<file path="src/pkg/dee_defs.svh">
// Register offsets, field positions, reset values and timing for the EEPROM access controller
`ifndef DEE_DEFS_SVH
`define DEE_DEFS_SVH

`define DEE_OFF_FLAG 8'h0C
`define DEE_OFF_DATA 8'h9A
`define DEE_OFF_ADDR 8'h9B
`define DEE_OFF_CTRL 8'h9C
`define DEE_OFF_UNLOCK 8'h9D

`define DEE_CTRL_RD 0
`define DEE_CTRL_WR 1
`define DEE_CTRL_WRITE_ENABLE_BIT 2
`define DEE_CTRL_ERR 3
`define DEE_FLAG_DONE 7

`define DEE_KEY_FIRST 8'h55
`define DEE_KEY_SECOND 8'hAA
`define DEE_GAP_KEYS 3'h2
`define DEE_GAP_TRIG 3'h1

`define DEE_DATA_RST 8'h00
`define DEE_ADDR_RST 8'h00
`define DEE_ERASED 8'hFF

`define DEE_CLK_MHZ 10
`define DEE_PWRT_TIME_US 72000
`define DEE_WRITE_TIME_US 5000
`define DEE_TIMER_W 20

`endif

</file>
<file path="src/pkg/dee_pkg.sv">
// Types shared by the EEPROM access controller
`default_nettype none
`include "dee_defs.svh"

package dee_pkg;

	typedef enum logic [1:0] {
		SEQ_IDLE = 2'b00,
		SEQ_FIRST = 2'b01,
		SEQ_SECOND = 2'b10
	} dee_seq_t;

	typedef struct packed {
		logic extSync1;
		logic extSync2;
		logic [7:0] dataReg;
		logic [7:0] addrReg;
		logic errFlag;
		logic write_enable_bit;
		logic wrBit;
		logic rdBit;
		logic doneFlag;
		dee_seq_t seqState;
		logic [2:0] seqCnt;
		logic [`DEE_TIMER_W-1:0] pwrtCnt;
		logic pwrtDone;
		logic [`DEE_TIMER_W-1:0] wrCnt;
		logic [6:0] wrAddr;
		logic [7:0] wrData;
		logic [7:0] rdData;
		logic [7:0] progData;
	} dee_state_t;

endpackage

`default_nettype wire

</file>
<file path="src/hw/dee_access_ctrl.sv">
// Indirect access controller for the 128-byte data EEPROM
//
// Behaviour
// - 128-byte array; processor reaches it only through registers
// - Byte write erases location, then programs it
// - Internal timer times write; trigger stays set
// - Only address bits 6..0 select a location
// - Control bits 7..4 read as zero
// - Triggers set only by software, hardware clears
// - Enable cleared at power-up, by pin/watchdog reset and by a control write with bit 2 clear
// - Pin or watchdog reset mid-write sets error
// - Aborting reset clears data and address registers
// - Completion sets done flag; software clears it
// - Unlock port has no storage, reads zero
// - Read trigger loads data by next cycle
// - Data register holds value until reread/rewritten or pin/watchdog reset
// - Write needs 55h, AAh, then write trigger
// - Sequence cycle count must match exactly
// - Write trigger sets only when enable set
// - Clearing enable does not abort a write
// - No write while power-up timer runs
// - Protection denies programmer, not processor
//
// Design decision made here: strobed register access.
`default_nettype none
`include "dee_defs.svh"

module dee_access_ctrl #(
	parameter int unsigned ADDR_W = 7,
	parameter int unsigned PWRT_CYCLES =
		`DEE_PWRT_TIME_US * `DEE_CLK_MHZ,
	parameter int unsigned WRITE_CYCLES =
		`DEE_WRITE_TIME_US * `DEE_CLK_MHZ
) (
	input wire logic clk,
	input wire logic rst_b,
	input wire logic [7:0] regAddr,
	input wire logic [7:0] regWrData,
	input wire logic regWr,
	input wire logic regRd,
	output logic [7:0] regRdData,
	input wire logic extResetPin_b,
	input wire logic watchdogReset,
	input wire logic dataProtect,
	input wire logic progRd,
	input wire logic [ADDR_W-1:0] progAddr,
	output logic [7:0] progRdData,
	output logic writeBusy,
	output logic writeDoneFlag
);

	localparam int unsigned DEPTH = 1 << ADDR_W;
	localparam int unsigned TW = `DEE_TIMER_W;

	dee_pkg::dee_state_t st_reg;
	dee_pkg::dee_state_t st_next;

	logic [7:0] mem [DEPTH];
	logic memWe;
	logic [ADDR_W-1:0] memAddr;
	logic [7:0] memData;

	logic [7:0] rdDataNext;
	logic inReset;
	logic wrData;
	logic wrAddr;
	logic wrCtrl;
	logic wrFlag;
	logic wrUnlock;
	logic armed;
	logic startWrite;
	logic startRead;
	logic writeEnd;
	logic [ADDR_W-1:0] selAddr;
	logic trigWr;
	logic trigRd;

	always_comb begin
		st_next = st_reg;
		memWe = 1'b0;
		memAddr = '0;
		memData = `DEE_ERASED;
		rdDataNext = 8'h00;
		inReset = 1'b0;
		armed = 1'b0;
		startWrite = 1'b0;
		startRead = 1'b0;
		writeEnd = 1'b0;
		// One select per mapped address; unmapped writes are dropped
		wrData = 1'b0;
		wrAddr = 1'b0;
		wrCtrl = 1'b0;
		wrFlag = 1'b0;
		wrUnlock = 1'b0;
		unique case (regAddr)
			`DEE_OFF_DATA: begin
				wrData = regWr;
			end
			`DEE_OFF_ADDR: begin
				wrAddr = regWr;
			end
			`DEE_OFF_CTRL: begin
				wrCtrl = regWr;
			end
			`DEE_OFF_FLAG: begin
				wrFlag = regWr;
			end
			`DEE_OFF_UNLOCK: begin
				wrUnlock = regWr;
			end
			default: begin
			end
		endcase
		// Address bit 7 never reaches the array
		selAddr = st_reg.addrReg[ADDR_W-1:0];
		// Trigger bits of a control write; zeros never clear a trigger
		trigWr = regWrData[`DEE_CTRL_WR];
		trigRd = regWrData[`DEE_CTRL_RD];

		// External reset pin passes two flip-flops first
		st_next.extSync1 = ~extResetPin_b;
		st_next.extSync2 = st_reg.extSync1;

		// Power-up timer runs once after the power-on reset
		if (!st_reg.pwrtDone) begin
			if (st_reg.pwrtCnt == TW'(PWRT_CYCLES - 1)) begin
				st_next.pwrtDone = 1'b1;
			end else begin
				st_next.pwrtCnt = st_reg.pwrtCnt + TW'(1);
			end
		end

		// Unlock sequence tracking with an exact cycle count
		if (st_reg.seqState != dee_pkg::SEQ_IDLE) begin
			st_next.seqCnt = st_reg.seqCnt + 3'h1;
		end
		unique case (st_reg.seqState)
			dee_pkg::SEQ_IDLE: begin
			end
			dee_pkg::SEQ_FIRST: begin
				if (st_reg.seqCnt > `DEE_GAP_KEYS) begin
					st_next.seqState = dee_pkg::SEQ_IDLE;
				end
			end
			dee_pkg::SEQ_SECOND: begin
				if (st_reg.seqCnt > `DEE_GAP_TRIG) begin
					st_next.seqState = dee_pkg::SEQ_IDLE;
				end
			end
			default: begin
				st_next.seqState = dee_pkg::SEQ_IDLE;
			end
		endcase
		if (wrUnlock) begin
			st_next.seqState = dee_pkg::SEQ_IDLE;
			if (regWrData == `DEE_KEY_FIRST) begin
				st_next.seqState = dee_pkg::SEQ_FIRST;
				st_next.seqCnt = 3'h1;
			end else if (regWrData == `DEE_KEY_SECOND &&
				st_reg.seqState == dee_pkg::SEQ_FIRST &&
				st_reg.seqCnt == `DEE_GAP_KEYS) begin
				st_next.seqState = dee_pkg::SEQ_SECOND;
				st_next.seqCnt = 3'h1;
			end
		end
		armed = st_reg.seqState == dee_pkg::SEQ_SECOND &&
			st_reg.seqCnt == `DEE_GAP_TRIG;

		// Plain register writes
		if (wrData) begin
			st_next.dataReg = regWrData;
		end
		if (wrAddr) begin
			st_next.addrReg = regWrData;
		end
		if (wrCtrl) begin
			st_next.seqState = dee_pkg::SEQ_IDLE;
			st_next.errFlag = regWrData[`DEE_CTRL_ERR];
			// Enable is software-owned; a running write ignores it
			st_next.write_enable_bit = regWrData[`DEE_CTRL_WRITE_ENABLE_BIT];
			startWrite = trigWr && !st_reg.wrBit &&
				st_reg.write_enable_bit && armed && st_reg.pwrtDone;
			startRead = trigRd && !st_reg.wrBit &&
				!st_reg.rdBit;
		end

		// Read completes at once; trigger shows for one cycle
		if (st_reg.rdBit) begin
			st_next.rdBit = 1'b0;
		end
		if (startRead) begin
			st_next.rdBit = 1'b1;
			st_next.dataReg = mem[selAddr];
		end

		// Write: erase at start, program when the timer ends
		if (startWrite) begin
			st_next.wrBit = 1'b1;
			st_next.wrCnt = '0;
			st_next.wrAddr = 7'(selAddr);
			st_next.wrData = st_reg.dataReg;
			memWe = 1'b1;
			memAddr = selAddr;
			memData = `DEE_ERASED;
		end
		if (st_reg.wrBit) begin
			if (st_reg.wrCnt == TW'(WRITE_CYCLES - 1)) begin
				writeEnd = 1'b1;
			end else begin
				st_next.wrCnt = st_reg.wrCnt + TW'(1);
			end
		end
		if (writeEnd) begin
			st_next.wrBit = 1'b0;
			memWe = 1'b1;
			memAddr = ADDR_W'(st_reg.wrAddr);
			memData = st_reg.wrData;
		end

		// Done flag: software clears it, completion wins
		if (wrFlag) begin
			st_next.doneFlag = regWrData[`DEE_FLAG_DONE];
		end
		if (writeEnd) begin
			st_next.doneFlag = 1'b1;
		end

		// Pin or watchdog reset: registers except the error flag return to reset values
		inReset = st_reg.extSync2 || watchdogReset;
		// The location under write keeps its erased value when cut short
		// Power-up timer is left alone: only rst_b restarts it
		if (inReset) begin
			memWe = 1'b0;
			st_next.errFlag = st_reg.errFlag || st_reg.wrBit;
			st_next.dataReg = `DEE_DATA_RST;
			st_next.addrReg = `DEE_ADDR_RST;
			st_next.write_enable_bit = 1'b0;
			st_next.wrBit = 1'b0;
			st_next.rdBit = 1'b0;
			st_next.doneFlag = 1'b0;
			st_next.seqState = dee_pkg::SEQ_IDLE;
			st_next.seqCnt = 3'h0;
			st_next.wrCnt = '0;
		end

		// Register read data stands in the following cycle only
		if (regRd) begin
			unique case (regAddr)
				`DEE_OFF_DATA: begin
					rdDataNext = st_reg.dataReg;
				end
				`DEE_OFF_ADDR: begin
					rdDataNext = st_reg.addrReg;
				end
				`DEE_OFF_CTRL: begin
					rdDataNext = 8'h00;
					rdDataNext[`DEE_CTRL_ERR] = st_reg.errFlag;
					rdDataNext[`DEE_CTRL_WRITE_ENABLE_BIT] = st_reg.write_enable_bit;
					rdDataNext[`DEE_CTRL_WR] = st_reg.wrBit;
					rdDataNext[`DEE_CTRL_RD] = st_reg.rdBit;
				end
				`DEE_OFF_FLAG: begin
					rdDataNext = 8'h00;
					rdDataNext[`DEE_FLAG_DONE] = st_reg.doneFlag;
				end
				`DEE_OFF_UNLOCK: begin
					rdDataNext = 8'h00;
				end
				default: begin
					rdDataNext = 8'h00;
				end
			endcase
		end
		st_next.rdData = rdDataNext;

		// Programmer reads are blanked while protection is on
		st_next.progData = 8'h00;
		if (progRd && !dataProtect) begin
			st_next.progData = mem[progAddr];
		end
	end

	always_ff @(posedge clk or negedge rst_b) begin
		if (!rst_b) begin
			st_reg <= '{
				extSync1: 1'b0,
				extSync2: 1'b0,
				dataReg: `DEE_DATA_RST,
				addrReg: `DEE_ADDR_RST,
				errFlag: 1'b0,
				write_enable_bit: 1'b0,
				wrBit: 1'b0,
				rdBit: 1'b0,
				doneFlag: 1'b0,
				seqState: dee_pkg::SEQ_IDLE,
				seqCnt: 3'h0,
				pwrtCnt: '0,
				pwrtDone: 1'b0,
				wrCnt: '0,
				wrAddr: 7'h00,
				wrData: 8'h00,
				rdData: 8'h00,
				progData: 8'h00
			};
		end else begin
			st_reg <= st_next;
		end
	end

	// Array has no reset: its contents are nonvolatile
	always_ff @(posedge clk) begin
		if (memWe) begin
			mem[memAddr] <= memData;
		end
	end

	assign regRdData = st_reg.rdData;
	assign progRdData = st_reg.progData;
	assign writeBusy = st_reg.wrBit;
	assign writeDoneFlag = st_reg.doneFlag;

endmodule

`default_nettype wire

</file>
<file path="config.mk">
export PLATFORM = sky130hd
export DESIGN_NAME = dee_access_ctrl
export DESIGN_NICKNAME = d
export VERILOG_FILES = /design/src/pkg/dee_pkg.sv /design/src/hw/dee_access_ctrl.sv
export VERILOG_INCLUDE_DIRS = /design/src /design/src/pkg
export SDC_FILE = /design/constraint.sdc
export NUM_CORES = 1
export LEC_CHECK = 0
export ABC_CLOCK_PERIOD_IN_PS = 11200
export BUFFER_PORTS_ARGS = -buffer_cell sky130_fd_sc_hd__buf_2
export CAP_MARGIN = 40
export CORE_ASPECT_RATIO = 0.9
export CORE_MARGIN = 1.5
export CORE_UTILIZATION = 35
export CTS_CLUSTER_DIAMETER = 150
export DETAILED_ROUTE_END_ITERATION = 10
export GPL_ROUTABILITY_DRIVEN = 0
export PLACE_DENSITY = 0.51
export SYNTH_ARGS = -nofsm -noshare
export SYNTH_HDL_FRONTEND = slang
export SYNTH_SLANG_ARGS = --single-unit
</file>
<file path="constraint.sdc">
create_clock -name clk -period 11.2 [get_ports clk]
set_input_delay 2.8 -clock clk [delete_from_list [all_inputs] [get_ports clk]]
set_output_delay 2.8 -clock clk [all_outputs]
set_load 0.03 [all_outputs]
</file>
==> out/metrics.yaml <==
logic_synthesis:
  ys_async_sr_fraction: 0.08897
  synth_compound_area_frac: 0.03707
  yosys-mux-area-fraction: 0.2567
  avgSynthCellArea_um2: 17.83
  synth_xor_xnor_area_share: 0.003956
  syn_inst: 2980
  synth_warnings: 0
  syn_area_um2: 53130
  synth.net_count: 3016
  yosys-top-cells-area: "edfxtp_1, mux4_2, dfrtp_1, mux2i_1, nor3_1"
  synthAdderAreaFrac: 0.001178
  yosys.area_share.simple: 0.04861
  synth_seq_area_share: 0.6259
  synth_top_family_by_area: "multiplexers"
  synth_top_cell_area_share: 0.5788
  synth-seq-cells: 1124
  synthDistinctLibCells: 75
  ys.flop_type: "edfxtp_1"
  synth_edf_count: 1024
  yosysTopAreaCell: "edfxtp_1"
cells_and_area:
  area_delta_synth_final_pct: 14.29
  final_common_cell: "edfxtp_1"
  largest_reg_flops: 1024
  fillers: 13449
  nets: 3146
  stdcell_area_um2: 60720
  multi_input_area_um2: 18680
  instances_no_fill: 5205
  drive_gt1_frac: 0.3175
  regArea_um2: 33260
  mostFrequentLayoutCells: "edfxtp_1, mux4_2, mux2i_1"
sta:
  rsz0062_at_grt: "no"
  fin_ws_ns: 4.603
  finalSetupViolations: 0
  maxSlewViolCount: 0
  period_share: 0.5890
  fin_tns_setup_ns: 0
  fin_skew_ns: 0.04071
  min_period_ns: 6.597
  hold_viol_final: 0
  tightest_slew_ns: 1.115
  fmax_mhz: 151.6
  max_slew_margin: 0.2566
worst_setup_path:
  cp_slowest_cell: "nor3_1"
  cp_max_fo: 12
  cp-start-kind: "input port"
  critical_path_buf_inv_count: 1
  critPathTopFamily: "simple AND/OR/NAND/NOR gates"
  crit_chain: "buf_2 -> nand4bb_1 -> nor4_2 -> nand3_1 -> a21oi_1 -> nand2_1 -> nor3_1"
  critPathArrivalTime_ns: 6.97
  path_depth: 7
  end_kind: "flip-flop"
  crit_path_max_incr_delay_ns: 0.95
  critPathKind: "in2reg"
  reg2reg_depth: 6
  cp.required_ns: 11.57
floorplanning:
  die_y_um: 372.6
  start_util: 0.3526
  die_area_um2: 154100
  die_w_um: 413.7
  num_rows: 135
  coreArea_um2: 150700
  num_io_pins: 49
detailed_routing:
  vias_per_cell: 6.140
  dr.pass1.iters: 6
  post_drt_wl_per_cell_um: 33.62
  vias: 31959
  antenna_left: 0
  drtIter0Drc: 4374
  wl_um: 175000
  drc: 0
worst_hold_path:
  hold_depth: 0
  min_path_type: "reg2reg"
placed_design:
  hpwl_um: 117400
  place_ws_ns: 3.866
  postPlaceCellArea_um2: 56500
  place_inst: 4960
  numPortBuffers: 48
power_and_ir_drop:
  total_power_mw: 8.861
  p_leak_nw: 14.99
  power.density_nw_per_um2: 145.9
  ir_worst_vdd_v: 0.0001375
grt:
  grt_pass1_wl_um: 248400
  grt_util_all_layers: 0.2261
  grt_max_degree: 122
  grt-ovfl-total: 0
  first_global_vias: 31784
  antenna_found_initial: 7
clock_tree:
  cts_setup_buffers: 0
  cts_tree: "done"
  numCtsBuffers: 118
  hold_buffers: 0
  cts_buffer_depth: 3
  clk_latency_ns: 0.77
  clock_sinks: 1124
  cts_max_level: 3
  ctsResizeCount: 0
  clkSlewWorstSetupHoldPaths_ns: 0.06
  root_buffer: "clkbuf_16"
outcome:
  outcome: "complete, no violations"
run:
  cap_violations: 0
==> path summary, 6_finish.rpt <==
check	slack, ns	end	startpoint
worst max-delay path	4.60	mem[63][3]$_DFFE_PP_	regAddr[6]
worst min-delay path	0.35	st_reg[98]$_DFF_PN0_	st_next[98]$_DFF_PN0_
worst max register to register	6.22	mem[63][3]$_DFFE_PP_	writeBusy$_DFFE_PN0P_
worst min register to register	0.35	st_reg[98]$_DFF_PN0_	st_next[98]$_DFF_PN0_
max in group asynchronous	7.86	selAddr[2]$_DFFE_PN0P_	rst_b
min in group asynchronous	2.05	st_next[98]$_DFF_PN0_	rst_b
==> routing by layer <==
metal | up-vias | part of all wire | wire length [um] | track usage
li1 | 12764 | - | - | -
met1 | 17122 | 0.42 | 73960 | 0.3345
met2 | 1797 | 0.46 | 80280 | 0.3414
met3 | 274 | 0.089 | 15600 | 0.04123
met4 | 2 | 0.029 | 5140 | 0.06061
met5 | - | 0.000069 | 12 | 0
==> cells by family after synthesis <==
family / Yosys count
XOR/XNOR: 24
buffers and inverters: 311
AO/OA/AOI/OAI: 288
adder cells (fa/ha/maj): 5
flip-flops: 1124
AND/OR/NAND/NOR: 518
multiplexers: 710
==> final cells by class <==
cell class | count | area share
sequential | 1124 | 0.5478
clock inverter | 89 | 0.01653
multi-input combinational | 1545 | 0.3076
antenna | 3 | 0.0001236
timing repair buffer | 240 | 0.03043
inverter | 81 | 0.005007
clock buffer | 137 | 0.05153
tap | 1986 | 0.04092
==> per-stage QoR <==
step | hold WS [ns] | util
after floorplan | 0.3312 | -
after global placement | 0.3526 | 0.3698
after detailed placement | 0.3525 | 0.3750
after CTS | 0.3576 | 0.4024
after global routing | 0.3639 | 0.4030
final | 0.3536 | 0.4030
==> where the power goes <==
group | switching (mW) | internal, mW | total [mW]
clock | 1.78 | 2.39 | 4.17
sequential | 0.00564 | 4.51 | 4.52
combinational | 0.107 | 0.0623 | 0.169
==> synth_stat cells (all sizes together) (3+ instances only) <==
| cell | n |
|---|---|
| nor3 | 126 |
| o31ai | 5 |
| mux2i | 171 |
| a41oi | 3 |
| a21boi | 4 |
| nand3 | 36 |
| inv | 80 |
| o211ai | 6 |
| xnor2 | 13 |
| nor2 | 80 |
| nor2b | 13 |
| nand2b | 16 |
| nor4bb | 6 |
| a211oi | 25 |
| nand4b | 4 |
| mux4 | 520 |
| xor2 | 11 |
| mux2 | 19 |
| nor4 | 16 |
| clkbuf | 121 |
| ha | 5 |
| a21oi | 35 |
| or4 | 10 |
| and2 | 8 |
| dfrtp | 100 |
| and4 | 4 |
| nor3b | 4 |
| a221oi | 10 |
| nand4 | 20 |
| nand2 | 145 |
| or3 | 5 |
| nand3b | 5 |
| and3 | 11 |
| edfxtp | 1024 |
| a31oi | 12 |
| o2111ai | 5 |
| a22oi | 53 |
| o21ai | 38 |
| o22ai | 60 |
| a2111oi | 9 |
| buf | 109 |
==> worst register-to-register path, stage by stage (launching register included) <==
cell and delay (ns):
dfrtp_1 0.65, nand4b_1 0.33, nor4_2 0.75, nand3_1 0.43, a21oi_1 0.78, nand2_1 0.72
nor3_1 0.96
Power figures use the tool's default switching activity.
